File: src/mif_pkg.sv
// package of register map, field positions and reset values for the monitor/serial flag block
package mif_pkg;
    // =========================================================
    // register offsets (byte addresses)
    localparam logic [11:0] OFS_MON_FLAGS = 12'h008;
    localparam logic [11:0] OFS_SER1_FLAGS = 12'h00C;
    localparam logic [11:0] OFS_SER2_FLAGS = 12'h010;
    localparam logic [11:0] OFS_MON_TRIG = 12'h02C;
    localparam logic [11:0] OFS_MON_CLR = 12'h17C;
    localparam logic [11:0] OFS_SER1_CLR = 12'h190;
    localparam logic [11:0] OFS_SER2_CLR = 12'h194;
    localparam logic [11:0] OFS_IRQ_EN = 12'h1A0;
    // =========================================================
    // field layout
    localparam int MON_NUM = 5;
    localparam int MON_FLAG_W = 10;
    localparam int SER_FLAG_W = 3;
    localparam int SER_RX_BIT = 2;
    localparam int SER_TX_BIT = 1;
    localparam int SER_ERR_BIT = 0;
    localparam int IRQ_EN_MON_LSB = 0;
    localparam int IRQ_EN_SER1_LSB = 10;
    localparam int IRQ_EN_SER2_LSB = 13;
    localparam int IRQ_EN_W = 16;
    // =========================================================
    // trigger select codes
    localparam logic [1:0] TRIG_OFF = 2'h0;
    localparam logic [1:0] TRIG_RISE = 2'h1;
    localparam logic [1:0] TRIG_FALL = 2'h2;
    localparam logic [1:0] TRIG_BOTH = 2'h3;
    // =========================================================
    // reset values
    localparam logic [31:0] FLAGS_RST = 32'h0000_0000;
    localparam logic [9:0] MON_TRIG_RST = 10'h030;
    localparam logic [15:0] IRQ_EN_RST = 16'h0000;
endpackage : mif_pkg

File: src/mif_flags.sv
// sticky event flags for five monitor inputs and two serial channels
//
// The address-and-strobe port is this design's own decision.
`timescale 1ns/1ps
`default_nettype none

// What this block does
// - falling-edge flags for monitors five..one at bits 9,7,5,3,1
// - rising-edge flags for monitors five..one at bits 8,6,4,2,0
// - flags set only by hardware; flag registers are read-only
// - writing one to a clear bit clears the matching flag
// - writing zero to a clear bit leaves the flag unchanged
// - monitor clear register at 17C, bits 9..0 mirror the flags
// - flag one means event since last clear, zero means none
// - channel one receive flag at bit 2
// - channel one transmit flag at bit 1
// - channel one error flag at bit 0
// - channel two flags in own register: receive 2, transmit 1, error 0
// - channel one flags at 00C, clear at 190
// - channel two flags at 010, clear at 194
// - reserved bits read zero; software writes zero there
// - all flag and clear registers reset to zero
// - per-monitor trigger select: off, rising, falling, both
// - hardware set wins over a same-cycle software clear
module mif_flags (
    // clock and reset
    input wire logic clk_sys,
    input wire logic rst_b,
    // register port
    input wire logic [11:0] reg_addr,
    input wire logic [31:0] reg_wdata,
    input wire logic reg_wr,
    input wire logic reg_rd,
    output logic [31:0] reg_rdata,
    // monitor input levels, bit 0 is input one
    input wire logic [mif_pkg::MON_NUM-1:0] hv_monitor_in,
    // serial channel event pulses
    input wire logic ch1_receive_evt,
    input wire logic ch1_transmit_evt,
    input wire logic ch1_error_evt,
    input wire logic ch2_receive_evt,
    input wire logic ch2_transmit_evt,
    input wire logic ch2_error_evt,
    // interrupt
    output logic irq
);

    // =========================================================
    // storage
    logic [mif_pkg::MON_FLAG_W-1:0] mon_flags_r;
    logic [mif_pkg::SER_FLAG_W-1:0] ser1_flags_r;
    logic [mif_pkg::SER_FLAG_W-1:0] ser2_flags_r;
    logic [2*mif_pkg::MON_NUM-1:0] mon_trig_r;
    logic [mif_pkg::IRQ_EN_W-1:0] irq_en_r;
    logic [mif_pkg::MON_NUM-1:0] mon_prev_r;
    logic mon_prev_valid_r;
    logic [31:0] reg_rdata_r;

    logic [mif_pkg::MON_FLAG_W-1:0] mon_set;
    logic [mif_pkg::MON_FLAG_W-1:0] mon_clr;
    logic [mif_pkg::SER_FLAG_W-1:0] ser1_set;
    logic [mif_pkg::SER_FLAG_W-1:0] ser2_set;
    logic [mif_pkg::SER_FLAG_W-1:0] ser1_clr;
    logic [mif_pkg::SER_FLAG_W-1:0] ser2_clr;

    // register port write decode
    logic wr_mon_clr;
    logic wr_ser1_clr;
    logic wr_ser2_clr;
    logic wr_mon_trig;
    logic wr_irq_en;

    // zero-extended read views
    logic [31:0] mon_flags_view;
    logic [31:0] ser1_flags_view;
    logic [31:0] ser2_flags_view;
    logic [31:0] mon_trig_view;
    logic [31:0] irq_en_view;

    // per-source interrupt requests
    logic [mif_pkg::MON_FLAG_W-1:0] mon_irq_req;
    logic [mif_pkg::SER_FLAG_W-1:0] ser1_irq_req;
    logic [mif_pkg::SER_FLAG_W-1:0] ser2_irq_req;
    logic mon_irq_any;
    logic ser1_irq_any;
    logic ser2_irq_any;

    // =========================================================
    // monitor edge detection
    // last sampled level of every monitor input
    always_ff @(posedge clk_sys or negedge rst_b) begin
        if (!rst_b) begin
            mon_prev_r <= '0;
        end else begin
            mon_prev_r <= hv_monitor_in;
        end
    end

    // armed one edge after reset, so a high input at release is no edge
    always_ff @(posedge clk_sys or negedge rst_b) begin
        if (!rst_b) begin
            mon_prev_valid_r <= 1'b0;
        end else begin
            mon_prev_valid_r <= 1'b1;
        end
    end

    genvar gi;
    generate
        for (gi = 0; gi < mif_pkg::MON_NUM; gi++) begin : g_mon
            logic [1:0] trig;
            logic level_now;
            logic level_old;
            logic rise;
            logic fall;
            logic rise_en;
            logic fall_en;
            assign trig = mon_trig_r[2*gi+1:2*gi];
            assign level_now = hv_monitor_in[gi];
            assign level_old = mon_prev_r[gi];
            assign rise = mon_prev_valid_r && level_now && !level_old;
            assign fall = mon_prev_valid_r && !level_now && level_old;
            always_comb begin
                rise_en = 1'b0;
                fall_en = 1'b0;
                case (trig)
                    mif_pkg::TRIG_OFF: begin
                        rise_en = 1'b0;
                        fall_en = 1'b0;
                    end
                    mif_pkg::TRIG_RISE: begin
                        rise_en = 1'b1;
                        fall_en = 1'b0;
                    end
                    mif_pkg::TRIG_FALL: begin
                        rise_en = 1'b0;
                        fall_en = 1'b1;
                    end
                    mif_pkg::TRIG_BOTH: begin
                        rise_en = 1'b1;
                        fall_en = 1'b1;
                    end
                    default: begin
                        rise_en = 1'b0;
                        fall_en = 1'b0;
                    end
                endcase
            end
            assign mon_set[2*gi] = rise && rise_en;
            assign mon_set[2*gi+1] = fall && fall_en;
        end
    endgenerate

    assign ser1_set[mif_pkg::SER_RX_BIT] = ch1_receive_evt;
    assign ser1_set[mif_pkg::SER_TX_BIT] = ch1_transmit_evt;
    assign ser1_set[mif_pkg::SER_ERR_BIT] = ch1_error_evt;
    assign ser2_set[mif_pkg::SER_RX_BIT] = ch2_receive_evt;
    assign ser2_set[mif_pkg::SER_TX_BIT] = ch2_transmit_evt;
    assign ser2_set[mif_pkg::SER_ERR_BIT] = ch2_error_evt;

    // =========================================================
    // register port write decode
    // monitor clear decode
    assign wr_mon_clr = reg_wr && (reg_addr == mif_pkg::OFS_MON_CLR);
    assign wr_ser1_clr = reg_wr && (reg_addr == mif_pkg::OFS_SER1_CLR);
    assign wr_ser2_clr = reg_wr && (reg_addr == mif_pkg::OFS_SER2_CLR);
    assign wr_mon_trig = reg_wr && (reg_addr == mif_pkg::OFS_MON_TRIG);
    assign wr_irq_en = reg_wr && (reg_addr == mif_pkg::OFS_IRQ_EN);

    // =========================================================
    // clear pulses, no state kept
    // write-only pulses
    assign mon_clr = wr_mon_clr ? reg_wdata[mif_pkg::MON_FLAG_W-1:0] : '0;
    assign ser1_clr = wr_ser1_clr ? reg_wdata[mif_pkg::SER_FLAG_W-1:0] : '0;
    assign ser2_clr = wr_ser2_clr ? reg_wdata[mif_pkg::SER_FLAG_W-1:0] : '0;

    // =========================================================
    // sticky flags, set term applied after the clear so the event wins
    always_ff @(posedge clk_sys or negedge rst_b) begin
        if (!rst_b) begin
            mon_flags_r <= '0;
        end else begin
            mon_flags_r <= (mon_flags_r & ~mon_clr) | mon_set;
        end
    end

    always_ff @(posedge clk_sys or negedge rst_b) begin
        if (!rst_b) begin
            ser1_flags_r <= '0;
        end else begin
            ser1_flags_r <= (ser1_flags_r & ~ser1_clr) | ser1_set;
        end
    end

    always_ff @(posedge clk_sys or negedge rst_b) begin
        if (!rst_b) begin
            ser2_flags_r <= '0;
        end else begin
            ser2_flags_r <= (ser2_flags_r & ~ser2_clr) | ser2_set;
        end
    end

    // =========================================================
    // control registers
    always_ff @(posedge clk_sys or negedge rst_b) begin
        if (!rst_b) begin
            mon_trig_r <= mif_pkg::MON_TRIG_RST;
        end else if (wr_mon_trig) begin
            mon_trig_r <= reg_wdata[2*mif_pkg::MON_NUM-1:0];
        end
    end

    always_ff @(posedge clk_sys or negedge rst_b) begin
        if (!rst_b) begin
            irq_en_r <= mif_pkg::IRQ_EN_RST;
        end else if (wr_irq_en) begin
            irq_en_r <= reg_wdata[mif_pkg::IRQ_EN_W-1:0];
        end
    end

    // =========================================================
    // read path, data one cycle after the strobe
    // reserved bits are zero in every view
    assign mon_flags_view = {{(32-mif_pkg::MON_FLAG_W){1'b0}}, mon_flags_r};
    assign ser1_flags_view = {{(32-mif_pkg::SER_FLAG_W){1'b0}}, ser1_flags_r};
    assign ser2_flags_view = {{(32-mif_pkg::SER_FLAG_W){1'b0}}, ser2_flags_r};
    assign mon_trig_view = {{(32-2*mif_pkg::MON_NUM){1'b0}}, mon_trig_r};
    assign irq_en_view = {{(32-mif_pkg::IRQ_EN_W){1'b0}}, irq_en_r};

    // the word drops to zero outside a read, so no stale value lingers
    always_ff @(posedge clk_sys or negedge rst_b) begin
        if (!rst_b) begin
            reg_rdata_r <= mif_pkg::FLAGS_RST;
        end else if (reg_rd) begin
            case (reg_addr)
                mif_pkg::OFS_MON_FLAGS: reg_rdata_r <= mon_flags_view;
                mif_pkg::OFS_SER1_FLAGS: reg_rdata_r <= ser1_flags_view;
                mif_pkg::OFS_SER2_FLAGS: reg_rdata_r <= ser2_flags_view;
                mif_pkg::OFS_MON_TRIG: reg_rdata_r <= mon_trig_view;
                mif_pkg::OFS_IRQ_EN: reg_rdata_r <= irq_en_view;
                default: reg_rdata_r <= 32'h0000_0000;
            endcase
        end else begin
            reg_rdata_r <= 32'h0000_0000;
        end
    end

    assign reg_rdata = reg_rdata_r;

    // =========================================================
    // interrupt output
    // each source is masked by its own slice of the enable register
    assign mon_irq_req = mon_flags_r
        & irq_en_r[mif_pkg::IRQ_EN_MON_LSB +: mif_pkg::MON_FLAG_W];
    assign ser1_irq_req = ser1_flags_r
        & irq_en_r[mif_pkg::IRQ_EN_SER1_LSB +: mif_pkg::SER_FLAG_W];
    assign ser2_irq_req = ser2_flags_r
        & irq_en_r[mif_pkg::IRQ_EN_SER2_LSB +: mif_pkg::SER_FLAG_W];

    assign mon_irq_any = |mon_irq_req;
    assign ser1_irq_any = |ser1_irq_req;
    assign ser2_irq_any = |ser2_irq_req;

    // level while an enabled flag is set
    assign irq = mon_irq_any || ser1_irq_any || ser2_irq_any;

endmodule : mif_flags

`default_nettype wire

File: config.mk
export PLATFORM = sky130hd
export DESIGN_NAME = mif_flags
export DESIGN_NICKNAME = d
export VERILOG_FILES = /design/src/mif_pkg.sv /design/src/mif_flags.sv
export SDC_FILE = /design/constraint.sdc
export NUM_CORES = 1
export LEC_CHECK = 0
export BUFFER_PORTS_ARGS = -buffer_cell sky130_fd_sc_hd__clkbuf_2
export CORE_AREA = 5 5 83 85
export CTS_BUF_LIST = sky130_fd_sc_hd__clkbuf_4
export CTS_CLUSTER_DIAMETER = 60
export DETAILED_ROUTE_END_ITERATION = 12
export DIE_AREA = 0 0 88 90
export PLACE_DENSITY = 0.77
export REMOVE_ABC_BUFFERS = 1
export SLEW_MARGIN = 20
export SYNTH_ARGS = -nofsm -noshare
export SYNTH_HDL_FRONTEND = slang
export SYNTH_SLANG_ARGS = --single-unit
export TNS_END_PERCENT = 1
File: constraint.sdc
create_clock -name clk_sys -period 1.2 [get_ports clk_sys]
set_clock_uncertainty 0.1 [all_clocks]
set_input_delay 0.18 -clock clk_sys [delete_from_list [all_inputs] [get_ports clk_sys]]
set_output_delay 0.18 -clock clk_sys [all_outputs]
set_load 0.005 [all_outputs]
==> run_results.csv <==
group,metric,value,unit
worst_setup_path,reg2reg_depth,4,
global_route,groute.usage.overall,20.2,%
synthesis,synth_compound_area_share,12.9,%
die,die_w,88,um
global_route,grt-ovfl-total,0,
routing,drc,0,
placement,place_congestion,0.895,
cells_and_area,antennaDiodeCount,0,
clocking,post-cts-setup-buffers,0,
min_path,hold_class,"input pin to asynchronous set/reset pin",
synthesis,synth_ff_type,"dfrtp_1",
sta,slew_violations,0,
synthesis,synth-async-reset-ratio,100,%
status,outcome,"finished with violations",
synthesis,synth_area,2930,um2
synthesis,synth_simple_gate_area_share,15.8,%
sta,layout_setup_ws,-0.726,ns
worst_setup_path,r2r-start,"ser2_flags_r[1]$_DFF_PN0_",
synthesis,synth_fa_ha_area_share,0,%
worst_setup_path,crit_buf_inv,2,
worst_setup_path,critPathMaxFanout,3,
routing,routedWlPerCell,16.8,um
synthesis,synth_edf_count,0,
synthesis,synth_top_family_by_area,"simple AND/OR/NAND/NOR gates",
status,violations,"negative setup slack",
sta,setup_viol,35,
worst_setup_path,start_kind,"flop",
sta,min_period,1.93,ns
cells_and_area,areaGrowthSynthToFinish,49.1,%
clocking,cts_made_buffers,9,
die,die_area,7920,um2
die,die_h,90,um
routing,wl,7990,um
routing,drtAntennaViolNets,0,
power_and_ir_drop,p_per_area,990,nW/um2
routing,drt_pass1_iterations,5,
worst_setup_path,critPathTopFamily,"compound AO/OA/AOI/OAI gates",
worst_setup_path,path_cells,"a22o_1 -> a221oi_2 -> buf_4 -> nand4_1 -> clkbuf_2",
routing,vias,2515,
placement,placed_cell_area,3710,um2
worst_setup_path,path_class,"flop to primary output",
synthesis,synth_mux_area_share,11.1,%
die,design.core.area,6130,um2
routing,via_per_inst,5.29,
synthesis,ys_ff_latch,64,
clocking,path_clk_slew,0.13,ns
synthesis,ys_warn_count,0,
synthesis,synth-xor-area-share,0,%
worst_setup_path,crit_arrival,1.65,ns
clocking,htreeDepth,3,
placement,io_buffers,59,
worst_setup_path,r2r_slack,-0.20,ns
synthesis,yosysTopAreaCell,"dfrtp_1",
synthesis,avgSynthCellArea,12.1,um2
global_route,grt_max_degree,65,
synthesis,syn_inst,242,
die,initial_core_util,47.8,%
job,maxCapViolCount,0,
global_route,grt_pass1_wl,12300,um
power_and_ir_drop,total_power,4.33,mW
synthesis,synth_top_cell_area_share,52.9,%
cells_and_area,multi_input_area,1410,um2
cells_and_area,fin_nets,452,
worst_setup_path,crit_path_max_incr_delay,0.42,ns
synthesis,yosys-top-cells-area,"dfrtp_1 53%, mux2_2 11%, buf_4 4.4%, nand2_1 3.8%, a32o_1 3.4%",
die,io_pins,92,
cells_and_area,regArea,1600,um2
sta,max_freq,519,MHz
clocking,root_buffer,"clkbuf_4",
synthesis,synth.distinct_cells,36,
global_route,grt_pass1_vias,2558,
worst_setup_path,crit_required,0.92,ns
placement,hpwlAfterDp,5360,um
routing,dr.first_iter.drc_count,212,
clocking,clk_latency,0.42,ns
worst_setup_path,r2r_end,"reg_rdata[1]$_DFF_PN0_",
cells_and_area,mostFrequentLayoutCells,"62 x dfrtp_1, 56 x clkbuf_2, 52 x buf_4, 29 x dlygate4sd3_1, 28 x nand2_1",
cells_and_area,drive_above_1_share,47.2,%
synthesis,seq_area_frac_synth,54.7,%
worst_setup_path,crit_slowest_cell,"dfrtp_1",
power_and_ir_drop,max-vdd-ir-drop,0.868,mV
worst_setup_path,worst_setup_path_end_kind,"primary output",
clocking,cts_tree,"built",
sta,grt_setup_unrepaired,"true",
power_and_ir_drop,power_leakage,2.10,nW
sta,fin_crit_sh,160,%
cells_and_area,fin_area,4370,um2
cells_and_area,fin_util,71.3,%
sta,holdWs,0.172,ns
sta,hold_viol_final,0,
die,fp-row-count,29,
global_route,antenna_found_initial,0,
cells_and_area,fillers,429,
clocking,clockBufferDepth,2,
clocking,clkSinkCount,64,
cells_and_area,final_common_cell,"dfrtp_1",
[metal layers]
metal | vias up | track usage [%] | share of wire, %
met4 | 0 | 9.59 | 2.6
met3 | 18 | 3.11 | 6.6
met1 | 1235 | 25.6 | 42
met5 | - | 0 | 0
li1 | 1166 | - | -
met2 | 96 | 33.4 | 49
[where the power goes]
part	total, mW	switching (mW)	internal (mW)
registers	2.19	0.0180	2.18
clock network	1.73	0.869	0.864
logic	0.399	0.192	0.207
total	4.33	1.08	3.25
[area by class of cell]
type                    instances  area share, %
clock buffers                   9           1.55
clock inverters                 7           2.38
multi-input cells             171           32.3
flip-flops and latches         64           36.7
well taps                      77           2.21
repair buffers                147           24.9
[worst min-delay path, cell delays in order]
cell           delay, ns
dlygate4sd3_1       0.52
clkbuf_2            0.12
buf_12              0.30
[registers in the layout, summed over array words and instances, names as in the netlist]
register,count
mon_trig_r,10
mon_flags_r,10
mon_prev_valid_r,1
ser2_flags_r,3
mon_prev_r,5
irq_en_r,16
ser1_flags_r,3
reg_rdata,16
[cells in the mapped netlist, drive strengths merged (2+ instances only)]
cell type / count
mux2: 28
nand3: 2
and3: 6
dfstp: 2
nand2b: 2
nand2: 32
conb: 2
a21o: 6
a22o: 7
nor2: 5
a22oi: 8
nor4b: 2
buf: 22
a32o: 10
dfrtp: 62
and2: 2
nor4: 7
o21ai: 7
a221oi: 5
nor3: 2
nor2b: 15
[timing repair]
item,CTS,global route
hold endpoints to repair,115,0
setup endpoints to repair,54,64
pin swaps,9,2
resized for setup,21,31
hold buffers,29,0
[worst max path at each step]
stage / from / end / cells after the start
global placement: reg_addr[9] / ser2_flags_r[1]$_DFF_PN0_ / 8
CTS: irq_en_r[11]$_DFFE_PN0P_ / irq / 5
detailed placement: reg_addr[9] / mon_trig_r[0]$_DFFE_PN0P_ / 6
floorplan: reg_addr[9] / irq_en_r[0]$_DFFE_PN0P_ / 4
global route: irq_en_r[11]$_DFFE_PN0P_ / irq / 5
finish: irq_en_r[11]$_DFFE_PN0P_ / irq / 5
[through the flow]
step | cells | setup TNS [ns] | worst slack, ns
floorplan | 235 | -21.73 | -0.533
global placement | 430 | -26.83 | -0.549
detailed placement | 430 | -28.80 | -0.591
CTS | 475 | -1.83 | -0.751
global route | 475 | -5.04 | -0.776
finish | 475 | -2.11 | -0.726
[kinds of logic after synthesis]
family          after synthesis
mux                          29
buf+inv                      22
other cells                   2
compound gates               47
simple gates                 78
flops                        64
(Power assumes the default switching activity.)
